### src/owm_regs.svh
`ifndef OWM_REGS_SVH
`define OWM_REGS_SVH
// ----------------------------------------
// register offsets
// ----------------------------------------
`define OWM_ADDR_CLS 8'h08
`define OWM_ADDR_PTC 8'h0C
`define OWM_ADDR_DLY 8'h0D
`define OWM_ADDR_ST 8'h0E
`define OWM_ADDR_OPT 8'h0F
// ----------------------------------------
// reset values and field positions
// ----------------------------------------
`define OWM_RST_CLS 8'h1B
`define OWM_RST_PTC 6'h08
`define OWM_RST_DLY 8'h00
`define OWM_RST_OPT 1'h0
`define OWM_PTC_UPPER 5
`define OWM_PTC_LOWER 4
`define OWM_ST_OK 0
`define OWM_ST_TEMP 1
// ----------------------------------------
// levels and timing
// ----------------------------------------
`define OWM_PCT_UNITY 8'h64
`define OWM_PCT_HI_TIGHT 8'h69
`define OWM_PCT_HI_WIDE 8'h6E
`define OWM_PCT_LO_TIGHT 8'h5F
`define OWM_PCT_LO_WIDE 8'h5A
`define OWM_PCT_OV0 8'h6E
`define OWM_PCT_OV1 8'h78
`define OWM_PCT_OV2 8'h82
`define OWM_TEMP_SET 8'h78
`define OWM_TEMP_CLR 8'h75
`define OWM_DLY_MAX_MS 8'h96
`define OWM_CLK_HZ 40000000
`define OWM_MS_PER_S 1000
`endif

### src/owm_pkg.sv
package owm_pkg;
  typedef enum logic [1:0] {
    OWM_OFF = 2'b00,
    OWM_WAIT = 2'b01,
    OWM_MONITOR = 2'b10,
    OWM_TURNOFF = 2'b11
  } owm_state_t;

  typedef struct packed {
    logic meta;
    logic level;
  } owm_sync_t;

  typedef struct packed {
    owm_state_t state;
    logic [7:0] current_limit_setpoint;
    logic [5:0] ptc;
    logic [7:0] dly;
    logic opt_now;
    logic temp_warn;
    logic pg_warn;
    logic pg_drive;
    logic [1:0] quiet;
    logic [15:0] ms_cnt;
    logic [7:0] dly_cnt;
    logic [7:0] rdata;
    logic [19:0] ov_thr;
    logic [19:0] uv_thr;
  } owm_core_t;
endpackage

### src/owm_monitor.sv
// How it works
// [RULE_01] upper window bit: set 105%, clear 110%
// [RULE_02] lower window bit: set 95%, clear 90%
// [RULE_03] thresholds are fractions of present setpoint
// [RULE_04] threshold config register writable over bus
// [RULE_05] host keeps regulation field on limit writes
// [RULE_06] warnings only indicate, never shut down
// [RULE_07] temperature above 120 raises warning
// [RULE_08] warning clears only below 117
// [RULE_09] pin pulled low outside the window
// [RULE_10] window checked only at steady state
// [RULE_11] pin held low for 0-150ms delay
// [RULE_12] monitoring stays active across margin moves
// [RULE_13] warning drives pin low, status bit 0; code does not drive the pin for an external-low warning
// [RULE_14] back inside window releases pin, bit 1
// [RULE_15] external low on pin is a warning
// [RULE_16] turn-off: low at command or ramp start
// [RULE_17] manager polls status of every converter
`timescale 1ns/1ps
`default_nettype none
`include "owm_regs.svh"
module owm_monitor #(
  parameter int CYCLES_PER_MS = `OWM_CLK_HZ / `OWM_MS_PER_S,
  parameter logic [7:0] UV_PCT0 = 8'h55,
  parameter logic [7:0] UV_PCT1 = 8'h50,
  parameter logic [7:0] UV_PCT2 = 8'h4B
) (
  input wire logic clk, // system clock, 40 MHz
  input wire logic reset, // synchronous, active high
  input wire logic reg_wr, // register write strobe
  input wire logic reg_rd, // register read strobe
  input wire logic [7:0] reg_addr, // register offset
  input wire logic [7:0] reg_wdata, // write data
  output logic [7:0] reg_rdata, // read data, valid after reg_rd
  input wire logic [11:0] vout_setpoint, // present setpoint incl. margin
  input wire logic [11:0] vout_measured, // measured output voltage
  input wire logic [7:0] temp_c, // controller temperature, deg C
  input wire logic steady_state, // output at steady level
  input wire logic turn_off_cmd, // turn-off command pulse
  input wire logic ramping_down, // output voltage is falling
  input wire logic pg_i, // power-good pin level
  output logic pg_o, // power-good pin drive value
  output logic pg_oe, // high while pulling the pin low
  output logic pg_warning, // power-good warning active
  output logic overtemp_warning, // overtemperature warning active
  output logic [19:0] ov_threshold, // setpoint times overvoltage pct
  output logic [19:0] uv_threshold, // setpoint times undervoltage pct
  output logic [3:0] current_limit_level, // limit setpoint field
  output logic limit_temp_comp_enable, // limit tempco enable
  output logic [2:0] load_regulation_slope // regulation slope field
);
  import owm_pkg::*;

  // ----------------------------------------
  // threshold scaling
  // ----------------------------------------
  localparam int NSCALE = 5;
  localparam int IDX_HI = 0;
  localparam int IDX_LO = 1;
  localparam int IDX_OV = 2;
  localparam int IDX_UV = 3;
  localparam int IDX_MEAS = 4;

  owm_core_t s;
  owm_core_t next_s;
  logic [7:0] pct [NSCALE];
  logic [11:0] scale_in [NSCALE];
  logic [19:0] scaled [NSCALE];
  logic pin_level;
  logic window_bad;
  logic ext_low;
  logic [7:0] st_word;

  always_comb begin
    pct[IDX_HI] = s.ptc[`OWM_PTC_UPPER] ? `OWM_PCT_HI_TIGHT
                                        : `OWM_PCT_HI_WIDE; // RULE_01
    pct[IDX_LO] = s.ptc[`OWM_PTC_LOWER] ? `OWM_PCT_LO_TIGHT
                                        : `OWM_PCT_LO_WIDE; // RULE_02
    case (s.ptc[3:2])
      2'b00: pct[IDX_OV] = `OWM_PCT_OV0;
      2'b01: pct[IDX_OV] = `OWM_PCT_OV1;
      default: pct[IDX_OV] = `OWM_PCT_OV2;
    endcase
    case (s.ptc[1:0])
      2'b00: pct[IDX_UV] = UV_PCT0;
      2'b01: pct[IDX_UV] = UV_PCT1;
      default: pct[IDX_UV] = UV_PCT2;
    endcase
    pct[IDX_MEAS] = `OWM_PCT_UNITY;
    for (int i = 0; i < NSCALE; i++) begin
      scale_in[i] = (i == IDX_MEAS) ? vout_measured : vout_setpoint; // RULE_03
    end
  end

  genvar g;
  generate
    for (g = 0; g < NSCALE; g++) begin : gen_scale
      owm_scale #(.W(12)) u_scale (
        .value(scale_in[g]),
        .pct(pct[g]),
        .product(scaled[g])
      );
    end
  endgenerate

  // ----------------------------------------
  // pin input
  // ----------------------------------------
  owm_sync u_pin_sync (
    .clk(clk),
    .reset(reset),
    .async_in(pg_i),
    .sync_out(pin_level)
  );

  // window follows the setpoint, so margin moves rescale it live
  assign window_bad = (scaled[IDX_MEAS] > scaled[IDX_HI]) ||
                      (scaled[IDX_MEAS] < scaled[IDX_LO]); // RULE_12
  // ignore own release until the synchroniser has caught up
  assign ext_low = !pin_level && !s.pg_drive && (s.quiet == 2'b11); // RULE_15

  always_comb begin
    st_word = 8'h00;
    st_word[`OWM_ST_OK] = !s.pg_warn; // RULE_13
    st_word[`OWM_ST_TEMP] = s.temp_warn;
  end

  // ----------------------------------------
  // next state
  // ----------------------------------------
  always_comb begin
    next_s = s;
    next_s.ov_thr = scaled[IDX_OV];
    next_s.uv_thr = scaled[IDX_UV];
    // registers
    if (reg_wr) begin
      if (reg_addr == `OWM_ADDR_CLS) begin
        next_s.current_limit_setpoint = reg_wdata;
      end else if (reg_addr == `OWM_ADDR_PTC) begin
        next_s.ptc = reg_wdata[5:0]; // RULE_04
      end else if (reg_addr == `OWM_ADDR_DLY) begin
        next_s.dly = (reg_wdata > `OWM_DLY_MAX_MS) ? `OWM_DLY_MAX_MS
                                                   : reg_wdata; // RULE_11
      end else if (reg_addr == `OWM_ADDR_OPT) begin
        next_s.opt_now = reg_wdata[0];
      end
    end
    if (reg_rd) begin
      if (reg_addr == `OWM_ADDR_CLS) begin
        next_s.rdata = s.current_limit_setpoint;
      end else if (reg_addr == `OWM_ADDR_PTC) begin
        next_s.rdata = {2'b00, s.ptc};
      end else if (reg_addr == `OWM_ADDR_DLY) begin
        next_s.rdata = s.dly;
      end else if (reg_addr == `OWM_ADDR_ST) begin
        next_s.rdata = st_word;
      end else if (reg_addr == `OWM_ADDR_OPT) begin
        next_s.rdata = {7'h00, s.opt_now};
      end else begin
        next_s.rdata = 8'h00;
      end
    end
    // temperature with hysteresis
    if (temp_c > `OWM_TEMP_SET) begin
      next_s.temp_warn = 1'b1; // RULE_07
    end else if (temp_c < `OWM_TEMP_CLR) begin
      next_s.temp_warn = 1'b0; // RULE_08
    end
    // power-good sequence
    case (s.state)
      OWM_OFF: begin
        next_s.ms_cnt = 16'h0000;
        next_s.dly_cnt = 8'h00;
        if (steady_state) begin
          next_s.state = OWM_WAIT; // RULE_10
        end
      end
      OWM_WAIT: begin
        if (!steady_state) begin
          next_s.state = OWM_OFF;
        end else if (turn_off_cmd) begin
          next_s.state = OWM_TURNOFF;
        end else if (s.dly_cnt >= s.dly) begin
          next_s.state = OWM_MONITOR; // RULE_11
        end else if (s.ms_cnt == 16'(CYCLES_PER_MS - 1)) begin
          next_s.ms_cnt = 16'h0000;
          next_s.dly_cnt = s.dly_cnt + 8'h01;
        end else begin
          next_s.ms_cnt = s.ms_cnt + 16'h0001;
        end
      end
      OWM_MONITOR: begin
        if (turn_off_cmd) begin
          next_s.state = OWM_TURNOFF;
        end else if (!steady_state) begin
          next_s.state = OWM_OFF;
        end
      end
      default: begin
        if (!steady_state && ramping_down) begin
          next_s.state = OWM_OFF;
        end
      end
    endcase
    // indications only; nothing here turns the output off
    next_s.pg_warn = (next_s.state == OWM_MONITOR) &&
                     (window_bad || ext_low); // RULE_06
    case (next_s.state)
      OWM_MONITOR: next_s.pg_drive = window_bad; // RULE_09 RULE_14
      OWM_TURNOFF: next_s.pg_drive = s.opt_now || ramping_down; // RULE_16
      default: next_s.pg_drive = 1'b1; // RULE_11
    endcase
    // the pin only reads high two flops after our own release
    next_s.quiet = next_s.pg_drive ? 2'b00 : {s.quiet[0], !s.pg_drive};
  end

  // ----------------------------------------
  // state register
  // ----------------------------------------
  always_ff @(posedge clk) begin
    if (reset) begin
      s.state <= OWM_OFF;
      s.current_limit_setpoint <= `OWM_RST_CLS;
      s.ptc <= `OWM_RST_PTC;
      s.dly <= `OWM_RST_DLY;
      s.opt_now <= `OWM_RST_OPT;
      s.temp_warn <= 1'b0;
      s.pg_warn <= 1'b0;
      s.pg_drive <= 1'b1;
      s.quiet <= 2'b00;
      s.ms_cnt <= 16'h0000;
      s.dly_cnt <= 8'h00;
      s.rdata <= 8'h00;
      s.ov_thr <= 20'h00000;
      s.uv_thr <= 20'h00000;
    end else begin
      s <= next_s;
    end
  end

  // ----------------------------------------
  // outputs
  // ----------------------------------------
  assign reg_rdata = s.rdata;
  assign pg_o = 1'b0;
  assign pg_oe = s.pg_drive;
  assign pg_warning = s.pg_warn;
  assign overtemp_warning = s.temp_warn;
  assign ov_threshold = s.ov_thr;
  assign uv_threshold = s.uv_thr;
  assign current_limit_level = s.current_limit_setpoint[3:0];
  assign limit_temp_comp_enable = s.current_limit_setpoint[4];
  assign load_regulation_slope = s.current_limit_setpoint[7:5];
endmodule // owm_monitor
`default_nettype wire

### src/owm_scale.sv
`timescale 1ns/1ps
`default_nettype none
module owm_scale #(
  parameter int W = 12
) (
  input wire logic [W-1:0] value, // voltage code
  input wire logic [7:0] pct, // percentage factor
  output logic [W+7:0] product // value times percent
);
  // exact hundredths, compared against measured times one hundred
  assign product = value * pct;
endmodule // owm_scale
`default_nettype wire

### src/owm_sync.sv
`timescale 1ns/1ps
`default_nettype none
module owm_sync (
  input wire logic clk, // system clock
  input wire logic reset, // synchronous, active high
  input wire logic async_in, // level from outside the domain
  output logic sync_out // level after two flops
);
  import owm_pkg::*;
  owm_sync_t s;
  owm_sync_t next_s;

  always_comb begin
    next_s.meta = async_in;
    next_s.level = s.meta;
  end

  always_ff @(posedge clk) begin
    if (reset) begin
      s <= 2'h3;
    end else begin
      s <= next_s;
    end
  end

  assign sync_out = s.level;
endmodule // owm_sync
`default_nettype wire

### config.mk
export PLATFORM = sky130hd
export DESIGN_NAME = owm_monitor
export DESIGN_NICKNAME = d
export VERILOG_FILES = /design/src/owm_pkg.sv /design/src/owm_monitor.sv /design/src/owm_scale.sv /design/src/owm_sync.sv
export VERILOG_INCLUDE_DIRS = /design/src /design/src/src
export SDC_FILE = /design/constraint.sdc
export NUM_CORES = 1
export LEC_CHECK = 0
export ABC_AREA = 1
export BUFFER_PORTS_ARGS = -buffer_cell sky130_fd_sc_hd__buf_2
export CAP_MARGIN = 10
export CORE_UTILIZATION = 50
export DETAILED_ROUTE_END_ITERATION = 7
export GPL_TIMING_DRIVEN = 0
export PLACE_DENSITY = 0.68
export SLEW_MARGIN = 20
export SYNTH_ARGS = -nofsm -noshare
export SYNTH_HDL_FRONTEND = slang
export SYNTH_SLANG_ARGS = --single-unit
export TNS_END_PERCENT = 10
### constraint.sdc
create_clock -name clk -period 8.1 [get_ports clk]
set_clock_uncertainty 0.1 [all_clocks]
set_input_delay 2.43 -clock clk [delete_from_list [all_inputs] [get_ports clk]]
set_output_delay 2.43 -clock clk [all_outputs]
set_load 0.03 [all_outputs]
==> results of run 1 <==
## report_power, final
group          switching (mW)  internal, mW  leakage, nW  total, mW
Sequential             0.0144         0.543        0.834      0.557
Clock                   0.224         0.221        0.151      0.445
Combinational            1.45         0.890         8.44       2.34
## worst reg2reg max path, delay by kind of cell, from the launching register on
| kind | cells | cell delay (ps) |
|---|---|---|
| xor gates and xnor gates | 1 | 260 |
| adders and majority gates | 6 | 2710 |
| buffers and inverters | 5 | 1080 |
| AOI/OAI and AO/OA | 2 | 310 |
| DFF | 1 | 490 |
| and+or+nand+nor | 14 | 1650 |
## worst paths after layout
| path | end | slack (ps) | cells after the start |
|---|---|---|---|
| max | pg_warning$_SDFF_PP0_ | 280 | 28 |
| min | u_pin_sync.sync_out$_SDFF_PP1_ | 320 | 1 |
| max reg2reg | pg_warning$_SDFF_PP0_ | 1380 | 28 |
| min reg2reg | u_pin_sync.sync_out$_SDFF_PP1_ | 320 | 1 |
## metrics by stage
stage	setup slack, ps	util	cell area [µm²]	total power, mW
3_3_place_gp	-1010	0.542	16500	2.79
3_5_place_dp	-1090	0.542	16500	2.86
6_report	279	0.556	17000	3.34
2_1_floorplan	596	-	15500	2.32
5_1_grt	-18.2	0.556	17000	3.72
4_1_cts	18.5	0.553	16900	3.33
## cells in the mapped netlist (14+ instances only)
library cell and number:
sky130_fd_sc_hd__clkbuf_1 22, sky130_fd_sc_hd__nor2_1 172, sky130_fd_sc_hd__xor2_1 35, sky130_fd_sc_hd__nor3_1 23, sky130_fd_sc_hd__a21oi_1 145, sky130_fd_sc_hd__nand2_1 291
sky130_fd_sc_hd__nand3_1 66, sky130_fd_sc_hd__o21bai_1 14, sky130_fd_sc_hd__dfxtp_1 102, sky130_fd_sc_hd__xnor2_1 14, sky130_fd_sc_hd__fa_1 157, sky130_fd_sc_hd__inv_1 421
sky130_fd_sc_hd__buf_4 57, sky130_fd_sc_hd__o21ai_0 69, sky130_fd_sc_hd__ha_1 278
## sequential cells by signal, summed over array words and instances (netlist names), 3 cells and up
register               count
s                         43
ov_threshold              19
uv_threshold              19
reg_rdata                  8
current_limit_level        4
load_regulation_slope      3
## final cells by class
| class | instances | area share |
|---|---|---|
| tap | 396 | 0.0292 |
| timing repair buffer | 116 | 0.0362 |
| multi-input combinational | 1378 | 0.664 |
| clock buffer | 9 | 0.0133 |
| clock inverter | 7 | 0.00538 |
| sequential | 102 | 0.120 |
| inverter | 436 | 0.0989 |
| buffer | 87 | 0.0325 |
## kinds of logic after synthesis
logic type               count (synthesis)  share of synthesized area
flip-flops                             102                      0.132
XOR/XNOR                                49                     0.0278
adder cells (fa/ha/maj)                435                      0.428
AND/OR/NAND/NOR                        595                      0.162
buffers and inverters                  524                      0.142
AO/OA/AOI/OAI                          294                      0.108
other                                    1                   0.000242
## per-layer routing
layer,vias to the layer above,GRT usage
met2,309,0.398
met3,27,0.0431
met5,-,0
met1,6009,0.317
li1,6548,-
met4,0,0.0445
## what timing repair did
item | CTS | global route
setup buffers | 0 | 6
pin swaps | 0 | 1
resized for setup | 13 | 19
setup endpoints to repair | 4 | 4
hold buffers | 0 | 0
==> reports/qor.tcl, run 1 <==
set qor(postSynth.asyncResetShare) 0
set qor(ys_warn_count) 0
set qor(cp-end-kind) {register}
set qor(cts_tree) {built}
set qor(std_cell_rows) 64
set qor(synth-main-ff-cell) {sky130_fd_sc_hd__dfxtp_1}
set qor(pin_count) 116
set qor(drive_above_1_share) 0.115
set qor(worst_r2r_startpoint) {s[91]$_SDFFE_PP0P_}
set qor(flow.area_growth_from_synthesis_pct) 9.73
set qor(post_synth_instance_area_um2) 15500
set qor(min_period_over_period) 0.966
set qor(irDropWorstVdd_uv) 161
set qor(totalNegativeSetupSlack_ps) 0
set qor(critical_path_peak_fanout) 11
set qor(grt_use_total) 0.237
set qor(critPathMaxStageDelay_ps) 550
set qor(post-route-drc-count) 0
set qor(detailroute.wirelength.met2_um) 16800
set qor(leakagePower_nw) 9.42
set qor(clock.fmax_mhz) 128
set qor(total_die_area_um2) 31600
set qor(worst_path_most_repeated_cell) {sky130_fd_sc_hd__nand2_1}
set qor(finalNetCount) 2621
set qor(post-place-cells) 2510
set qor(die_x_um) 178
set qor(cts_made_buffers) 9
set qor(drt_first_iter_violations) 737
set qor(worst_path_max_delay_cell) {sky130_fd_sc_hd__fa_1}
set qor(n_antenna_cell) 0
set qor(syn-mean-instance-area_um2) 7.73
set qor(topRoutingLayerUsed) {met4}
set qor(fillCellCount) 2908
set qor(floorplan.core_area_um2) 30500
set qor(max_slew_margin) 0.488
set qor(ys_top_cells_by_area) {sky130_fd_sc_hd__ha_1 22%, sky130_fd_sc_hd__fa_1 20%, sky130_fd_sc_hd__dfxtp_1 13%, sky130_fd_sc_hd__inv_1 10%, sky130_fd_sc_hd__nand2_1 7.1%}
set qor(detail_route.vias_per_cell) 5.09
set qor(hold-worst-slack_ps) 324
set qor(place.detailed.hpwl_um) 29900
set qor(synth-edff-count) 0
set qor(gp_congestion) 0.918
set qor(clock_slew_at_reported_path_ffs_ps) 90
set qor(numPortBuffers) 110
set qor(detailedRoute.firstPassIterationCount) 5
set qor(worst_skew_pair.late_latency_ps) 360
set qor(worstPathRequired_ps) 8250
set qor(synth.top_cell.area_share) 0.225
set qor(final-seq-area_um2) 2040
set qor(die_extent_in_y_um) 178
set qor(vias) 12900
set qor(synthDistinctLibCells) 53
set qor(post_drt_wl_per_cell_um) 14.1
set qor(final_cell_count_no_fill) 2531
set qor(cp-start-kind) {input pin}
set qor(wl_met3_um) 1800
set qor(worst_slew_pin_tran_ps) 768
set qor(worstHoldStart) {u_pin_sync.next_s[0]$_SDFF_PP1_}
set qor(synth.ff_latch_count) 102
set qor(final_common_cell) {sky130_fd_sc_hd__inv_1}
set qor(pin_count_of_the_biggest_net_entering_global_routing) 22
set qor(initial_core_utilization) 0.507
set qor(max_cap_viol_count) 0
set qor(most_frequent_cells_in_the_layout) {419 x sky130_fd_sc_hd__inv_1, 290 x sky130_fd_sc_hd__nand2_1, 278 x sky130_fd_sc_hd__ha_1, 168 x sky130_fd_sc_hd__nor2_1, 157 x sky130_fd_sc_hd__fa_1}
set qor(pwr_per_cell_area_nw_per_um2) 197
set qor(hold_path_class) {register to register}
set qor(route.layer.met1.wl_um) 16700
set qor(hold_viol) 0
set qor(multiInputGateArea_um2) 11300
set qor(worst_ep_arrival_time_ps) 7970
set qor(finalCriticalPeriod_ps) 7820
set qor(via_count_of_the_first_global_routing_pass) 12400
set qor(clock_sink_count) 102
set qor(top_delay_family_on_crit_path) {adder cells}
set qor(global_route.overflow_total) 0
set qor(status) {finished, final reports clean}
set qor(grt_antenna_before_repair) 0
set qor(yosysSeqAreaShare) 0.132
set qor(maximum_buffer_depth_of_the_clock_tree) 2
set qor(post-synth-top-area-cell) {sky130_fd_sc_hd__ha_1}
set qor(h-tree-depth) 3
set qor(netlist_instances) 2000
set qor(report.final.slew_viol_count) 0
set qor(crit_buf_inv) 5
set qor(detail_route.wirelength_um) 35700
set qor(criticalPathCategory) {input pin to register}
set qor(timing.final.setup_violations) 0
set qor(first_pass_grt_wire_length_um) 59800
set qor(startpoint) {vout_setpoint[7]}
set qor(ctsRootBufferMaster) {sky130_fd_sc_hd__clkbuf_16}
set qor(postRouteAntennaNets) 0
Note: power is estimated with default switching activity, not from simulation.
==> inputs of run 2 (changes only) <==
- REMOVE_ABC_BUFFERS: default -> 1
==> run 2 against run 1 <==
  * First-iteration DRC count is 26% lower
  * Critical path type unchanged
  * Core utilization down 2.1 points
  * Via count fell by 2.3%
  * Routed wire length shrank 2.8%
  * Cell count down 3.6%
  * Critical path depth is the same
  * Clock power barely moved
  * Die area unchanged
  * Register-to-register slack gained 540 ps
  * Largest cell class unchanged
  * Worst setup slack improved by 150 ps
  * Hold slack better by 1.2 ps
  * Non-clock buffer count down 90
==> reports/qor.tcl, run 2 (synthesized netlist as in run 1, its figures left out) <==
set qor(cts_hold_buf) 0 ;# unchanged
set qor(fillCellCount) 2956 ;# +1.7%
set qor(post-place-cells) 2425 ;# -3.4%
set qor(cts_made_buffers) 9 ;# unchanged
set qor(cts_resized) 4 ;# -9
set qor(hold_viol) 0 ;# unchanged
set qor(min_period_over_period) 0.947 ;# -0.0190
set qor(worst_ep_arrival_time_ps) 7870 ;# -100 ps
set qor(worst_path_max_delay_cell) {sky130_fd_sc_hd__fa_1}
set qor(worst_slew_pin_tran_ps) 1090 ;# +324 ps
set qor(maximum_buffer_depth_of_the_clock_tree) 2 ;# unchanged
set qor(n_antenna_cell) 0 ;# unchanged
set qor(worst_skew_pair.late_latency_ps) 360 ;# about the same
set qor(pwr_per_cell_area_nw_per_um2) 199 ;# +0.87%
set qor(final_cell_count_no_fill) 2441 ;# -3.6%
set qor(ctsRootBufferMaster) {sky130_fd_sc_hd__clkbuf_16}
set qor(cp-end-kind) {register}
set qor(die_extent_in_y_um) 178 ;# unchanged
set qor(drt_first_iter_violations) 548 ;# -26%
set qor(worstPathRequired_ps) 8300 ;# +50 ps
set qor(critical_path_peak_fanout) 15 ;# +4
set qor(via_count_of_the_first_global_routing_pass) 12500 ;# +0.22%
set qor(drive_above_1_share) 0.0851 ;# -0.0297
set qor(finalCriticalPeriod_ps) 7670 ;# -154 ps
set qor(h-tree-depth) 3 ;# unchanged
set qor(pin_count_of_the_biggest_net_entering_global_routing) 37 ;# +68%
set qor(min_path_cells) 1 ;# unchanged
set qor(report.final.slew_viol_count) 0 ;# unchanged
set qor(die_x_um) 178 ;# unchanged
set qor(postRouteAntennaNets) 0 ;# unchanged
set qor(largest_register_ffs) 43 ;# unchanged
set qor(hold-worst-slack_ps) 326 ;# +1.23 ps
set qor(max_slew_margin) 0.271 ;# -0.217
set qor(post_drt_wl_per_cell_um) 14.2 ;# +0.79%
set qor(gp_congestion) 0.881 ;# -4.0%
set qor(internal-power_mw) 1.63 ;# -1.7%
set qor(numPortBuffers) 112 ;# +1.8%
set qor(clock.fmax_mhz) 130 ;# +2.0%
set qor(clock_slew_at_reported_path_ffs_ps) 80 ;# about the same
set qor(multiInputGateArea_um2) 11300 ;# -0.16%
set qor(timing.reg2reg.worst_path_depth) 26 ;# -7.1%
set qor(worstHoldStart) {u_pin_sync.next_s[0]$_SDFF_PP1_}
set qor(max_cap_viol_count) 0 ;# unchanged
set qor(status) {finished, final reports clean}
set qor(final_common_cell) {sky130_fd_sc_hd__inv_1}
set qor(r2r_slack_ps) 1920 ;# +540 ps
set qor(irDropWorstVdd_uv) 144 ;# -11%
set qor(post-route-drc-count) 0 ;# unchanged
set qor(setup_bufs_post_cts) 0 ;# unchanged
set qor(total_die_area_um2) 31600 ;# unchanged
set qor(timing.final.setup_violations) 0 ;# unchanged
set qor(rsz0062_at_grt) {false}
set qor(cp-start-kind) {input pin}
set qor(first_pass_grt_wire_length_um) 59100 ;# -1.2%
set qor(global_route.overflow_total) 0 ;# unchanged
set qor(place.detailed.hpwl_um) 28800 ;# -3.6%
set qor(detail_route.vias_per_cell) 5.16 ;# +1.3%
set qor(leakagePower_nw) 9.06 ;# -3.8%
set qor(initial_core_utilization) 0.507 ;# unchanged
set qor(sequential_share_of_power) 0.172 ;# +0.005
set qor(grt_use_total) 0.233 ;# -0.00395
set qor(switching_component_of_the_power_mw) 1.62 ;# -4.0%
set qor(detailedRoute.firstPassIterationCount) 5 ;# unchanged
set qor(finalNetCount) 2531 ;# -3.4%
set qor(final-seq-area_um2) 2040 ;# unchanged
set qor(std_cell_rows) 64 ;# unchanged
set qor(hold_path_class) {register to register}
set qor(cts_tree) {built}
set qor(detail_route.wirelength_um) 34700 ;# -2.8%
set qor(top_register) {s}
set qor(pin_count) 116 ;# unchanged
set qor(flow.area_growth_from_synthesis_pct) 5.65
set qor(worst_r2r_startpoint) {s[91]$_SDFFE_PP0P_}
set qor(most_frequent_cells_in_the_layout) {420 x sky130_fd_sc_hd__inv_1, 291 x sky130_fd_sc_hd__nand2_1, 278 x sky130_fd_sc_hd__ha_1, 170 x sky130_fd_sc_hd__nor2_1, 157 x sky130_fd_sc_hd__fa_1}
set qor(power_switching_share) 0.499 ;# -0.00597
set qor(clock_sink_count) 102 ;# unchanged
set qor(p_clk_frac) 0.138 ;# +0.005
set qor(vias) 12600 ;# -2.3%
set qor(totalNegativeSetupSlack_ps) 0 ;# unchanged
set qor(critPathMaxStageDelay_ps) 530 ;# -20 ps
set qor(startpoint) {vout_setpoint[5]}
set qor(share_comb_of_total_power) 0.690 ;# -0.010
set qor(floorplan.core_area_um2) 30500 ;# unchanged
set qor(grt_antenna_before_repair) 0 ;# unchanged
set qor(criticalPathCategory) {input pin to register}
## run 2: cell types whose count changed in the layout (fill, tap and decap cells not counted), moves of 2 or more
cell / delta
sky130_fd_sc_hd__clkinv_8: -4
sky130_fd_sc_hd__buf_6: -2
sky130_fd_sc_hd__clkinv_2: +3
sky130_fd_sc_hd__buf_1: -5
sky130_fd_sc_hd__clkinvlp_4: -3
sky130_fd_sc_hd__o21ai_1: -2
sky130_fd_sc_hd__clkinv_4: -2
sky130_fd_sc_hd__clkbuf_1: -20
sky130_fd_sc_hd__o21ai_0: +2
sky130_fd_sc_hd__nor2_1: +2
sky130_fd_sc_hd__buf_4: -65
sky130_fd_sc_hd__nor2_2: -2
sky130_fd_sc_hd__inv_8: -2
sky130_fd_sc_hd__inv_4: +2
## run 2: final cells by class
type,instances,area share
multi-input cells,1378,0.689
flip-flops and latches,102,0.125
inverters,436,0.101
repair buffers,113,0.0366
well taps,396,0.0303
clock buffers,10,0.0140
clock inverters,6,0.00421
## run 2: worst max-delay path, delay by kind of cell
kind | cells | cell delay (ps)
and+or+nand+nor | 11 | 1140
adders and majority gates | 6 | 2510
AOI/OAI and AO/OA | 4 | 710
xor gates and xnor gates | 2 | 460
buffers and inverters | 5 | 600
## run 2: per-layer routing
layer | vias up | GRT usage | wire [µm]
met1 | 5974 | 0.307 | 16000
met3 | 49 | 0.0274 | 1170
met5 | - | 0 | 0
met4 | 0 | 0.0516 | 640
met2 | 222 | 0.404 | 16800
li1 | 6347 | - | -
## run 2: final timing paths
kind,to
max,s[73]$_SDFF_PP0_
min,u_pin_sync.sync_out$_SDFF_PP1_
max reg2reg,s[73]$_SDFF_PP0_
min reg2reg,u_pin_sync.sync_out$_SDFF_PP1_
## run 2: stage by stage
step	instance area (µm²)	worst slack (ps)	utilization	total power, mW
finish	16300	433	0.536	3.25
global route	16300	8.92	0.536	3.65
CTS	16300	36.0	0.535	3.26
detailed placement	16000	-680	0.525	2.80
global placement	16000	-583	0.524	2.72
floorplan	14900	681	-	2.26
## run 2: power groups by stage
stage	sequential (mW)	clock, mW	combinational [mW]
5_1_grt	0.563	0.478	2.61
3_3_place_gp	0.566	0	2.16
2_1_floorplan	0.644	0	1.62
4_1_cts	0.557	0.461	2.25
3_5_place_dp	0.567	0	2.23
6_report	0.557	0.448	2.24
==> inputs of run 3 (changes only) <==
- ABC_AREA: 1 -> default
==> run 3 against run 2 <==
  * Cell area rose by 0.30%
  * Hold slack improved by 6.3 ps
  * Power up 2.5%
  * Synthesized area is 1.4% lower
==> reports/qor.tcl, run 3 <==
set qor(cts_hold_buf) 0 ;# unchanged
set qor(ys_warn_count) 0 ;# unchanged
set qor(die_x_um) 177 ;# -0.69%
set qor(hold_path_class) {register to register}
set qor(initial_core_utilization) 0.512 ;# +0.00495
set qor(via_count_of_the_first_global_routing_pass) 11600 ;# -7.0%
set qor(worst_skew_pair.late_latency_ps) 350 ;# about the same
set qor(worstHoldStart) {u_pin_sync.next_s[0]$_SDFF_PP1_}
set qor(synth.top_cell.area_share) 0.228 ;# +0.00316
set qor(final_common_cell) {sky130_fd_sc_hd__inv_1}
set qor(min_period_over_period) 0.980 ;# +0.0333
set qor(std_cell_rows) 63 ;# -1.6%
set qor(post_drt_wl_per_cell_um) 14.9 ;# +5.1%
set qor(hold_viol) 0 ;# unchanged
set qor(vias) 11700 ;# -7.3%
set qor(h-tree-depth) 3 ;# unchanged
set qor(gp_congestion) 0.829 ;# -5.9%
set qor(post_synth_instance_area_um2) 15300 ;# -1.4%
set qor(timing.final.setup_violations) 0 ;# unchanged
set qor(cp-end-kind) {register}
set qor(rr_endpoint) {s[73]$_SDFF_PP0_}
set qor(finalNetCount) 2283 ;# -9.8%
set qor(synth.ff_latch_count) 102 ;# unchanged
set qor(post-synth-top-area-cell) {sky130_fd_sc_hd__ha_1}
set qor(postRouteAntennaNets) 0 ;# unchanged
set qor(yosysSeqAreaShare) 0.134 ;# +0.00185
set qor(netlist_instances) 1752 ;# -12%
set qor(clock_slew_at_reported_path_ffs_ps) 90 ;# about the same
set qor(max_cap_viol_count) 0 ;# unchanged
set qor(top_delay_family_on_crit_path) {adder cells}
set qor(clock.fmax_mhz) 126 ;# -3.4%
set qor(status) {finished, final reports clean}
set qor(global_route.overflow_total) 0 ;# unchanged
set qor(die_extent_in_y_um) 177 ;# -0.69%
set qor(power_mw) 3.33 ;# +2.5%
set qor(cts_made_buffers) 9 ;# unchanged
set qor(cp-start-kind) {input pin}
set qor(synthDistinctLibCells) 70 ;# +32%
set qor(top_register) {s}
set qor(ys_top_cells_by_area) {sky130_fd_sc_hd__ha_1 23%, sky130_fd_sc_hd__fa_1 21%, sky130_fd_sc_hd__dfxtp_1 13%, sky130_fd_sc_hd__inv_1 7.3%, sky130_fd_sc_hd__nor2_1 3.4%}
set qor(critical_path_peak_fanout) 15 ;# unchanged
set qor(worstPathRequired_ps) 8250 ;# -50 ps
set qor(synth_most_common_cell) {sky130_fd_sc_hd__inv_1}
set qor(postSynth.asyncResetShare) 0 ;# unchanged
set qor(maximum_buffer_depth_of_the_clock_tree) 2 ;# unchanged
set qor(report.final.slew_viol_count) 0 ;# unchanged
set qor(worst_ep_arrival_time_ps) 8090 ;# +220 ps
set qor(irDropWorstVdd_uv) 135 ;# -6.2%
set qor(cts_tree) {built}
set qor(stdcell_area_um2) 16400 ;# +0.30%
set qor(criticalPathCategory) {input pin to register}
set qor(pin_count_of_the_biggest_net_entering_global_routing) 58 ;# +57%
set qor(total_die_area_um2) 31200 ;# -1.4%
set qor(pin_count) 116 ;# unchanged
set qor(worst_path_max_delay_cell) {sky130_fd_sc_hd__fa_1}
set qor(drive_above_1_share) 0.104 ;# +0.0184
set qor(leakagePower_nw) 8.45 ;# -6.7%
set qor(floorplan.core_area_um2) 29800 ;# -2.3%
set qor(place.detailed.hpwl_um) 26000 ;# -9.7%
set qor(r2r_slack_ps) 1540 ;# -380 ps
set qor(critPathMaxStageDelay_ps) 530 ;# about the same
set qor(timing.reg2reg.worst_path_depth) 23 ;# -12%
set qor(ctsRootBufferMaster) {sky130_fd_sc_hd__clkbuf_16}
set qor(clock_sink_count) 102 ;# unchanged
set qor(detail_route.vias_per_cell) 5.33 ;# +3.4%
set qor(numPortBuffers) 112 ;# unchanged
set qor(grt_use_total) 0.219 ;# -0.0134
set qor(syn-mean-instance-area_um2) 8.70 ;# +13%
set qor(worst_slew_pin_tran_ps) 1140 ;# +52.4 ps
set qor(finalCriticalPeriod_ps) 7940 ;# +270 ps
set qor(worst_r2r_startpoint) {s[91]$_SDFFE_PP0P_}
set qor(crit_buf_inv) 5 ;# unchanged
set qor(pwr_per_cell_area_nw_per_um2) 203 ;# +2.2%
set qor(max_slew_margin) 0.236 ;# -0.0350
set qor(flow.area_growth_from_synthesis_pct) 7.45
set qor(synth-edff-count) 0 ;# unchanged
set qor(first_pass_grt_wire_length_um) 55200 ;# -6.5%
set qor(detail_route.wirelength_um) 32700 ;# -5.8%
set qor(largest_register_ffs) 43 ;# unchanged
set qor(timing.hold.worst_endpoint) {u_pin_sync.sync_out$_SDFF_PP1_}
set qor(cp_cell_sequence) {buf_8 -> clkinvlp_4 -> fa_1 -> inv_1 -> fa_1 -> inv_1 -> fa_1 -> fa_1 -> inv_1 -> ha_1 -> or3_4 -> or4_1 -> o31ai_1 -> nor3_2 -> a31oi_4 -> xor2_1 -> ha_1 -> a21oi_1 -> o21ai_1 -> or3_4 -> a31oi_4 -> o21ai_4 -> a31oi_4 -> nor2b_1}
set qor(placed_cell_area_um2) 15800 ;# -1.5%
set qor(drt_first_iter_violations) 529 ;# -3.5%
set qor(min_path_cells) 1 ;# unchanged
set qor(most_frequent_cells_in_the_layout) {294 x sky130_fd_sc_hd__inv_1, 276 x sky130_fd_sc_hd__ha_1, 157 x sky130_fd_sc_hd__fa_1, 137 x sky130_fd_sc_hd__nor2_1}
set qor(post-route-drc-count) 0 ;# unchanged
set qor(worst_path_most_repeated_cell) {sky130_fd_sc_hd__fa_1}
set qor(detailedRoute.firstPassIterationCount) 5 ;# unchanged
set qor(synth-main-ff-cell) {sky130_fd_sc_hd__dfxtp_1}
set qor(grt_antenna_before_repair) 4 ;# +4
set qor(yosys-top-cells-count) {298 x sky130_fd_sc_hd__inv_1, 278 x sky130_fd_sc_hd__ha_1, 157 x sky130_fd_sc_hd__fa_1}
run 3: cell families (layout without fill, tap and decap cells):
group | after synthesis | in the layout | synth area share
simple gates | 469 | 469 | 0.155
fa+ha+maj | 435 | 435 | 0.434
buf+inv | 395 | 436 | 0.111
compound gates | 257 | 257 | 0.110
flops | 102 | 102 | 0.134
xor+xnor | 85 | 85 | 0.0488
mux | 8 | 8 | 0.00607
other cells | 1 | 6 | 0.000246
run 3: layout make-up:
type | instances | area [µm²]
fillers | 2783 | 13400
multi-input cells | 1259 | 11700
flip-flops and latches | 102 | 2040
inverters | 298 | 1130
repair buffers | 122 | 731
well taps | 390 | 488
clock buffers | 9 | 225
clock inverters | 7 | 83.8
diodes | 1 | 2.50
run 3: routing by layer:
layer,part of all wire,global-route usage,wire [µm]
met5,0.00037,0,12
met4,0.014,0.0478,454
met3,0.031,0.0185,1020
met2,0.49,0.387,16000
met1,0.46,0.290,15100
run 3: where the power goes:
part	internal, mW	switching, mW
combinational	0.961	1.36
sequential	0.544	0.0140
clock	0.223	0.225
total	1.73	1.60
run 3: through the flow:
| step | cells | hold WS, ps | setup WS [ps] | util | TNS, ps |
|---|---|---|---|---|---|
| after CTS | 2184 | 341 | 5.90 | 0.544 | 0 |
| final | 2188 | 332 | 164 | 0.550 | 0 |
| after floorplan | 1659 | 289 | 300 | - | 0 |
| after global routing | 2187 | 361 | -23.0 | 0.550 | -37.2 |
| after global placement | 2161 | 309 | -1090 | 0.528 | -4140 |
| after detailed placement | 2162 | 306 | -1110 | 0.529 | -4230 |
run 3: what timing repair did:
action / CTS / global route
pin swaps: 2 / 10
gates resized for setup: 28 / 32
endpoints found under the setup margin: 4 / 4
setup buffers: 6 / 3
run 3: how the worst max path moves through the flow:
| stage | start | to | slack, ps | depth (start not counted) |
|---|---|---|---|---|
| finish | vout_setpoint[10] | s[73]$_SDFF_PP0_ | 160 | 24 |
| global route | vout_setpoint[10] | s[73]$_SDFF_PP0_ | -20 | 24 |
| CTS | vout_setpoint[5] | s[73]$_SDFF_PP0_ | 6 | 26 |
| detailed placement | vout_setpoint[10] | s[73]$_SDFF_PP0_ | -1110 | 24 |
| global placement | vout_setpoint[10] | s[73]$_SDFF_PP0_ | -1090 | 24 |
| floorplan | vout_setpoint[5] | s[73]$_SDFF_PP0_ | 300 | 25 |
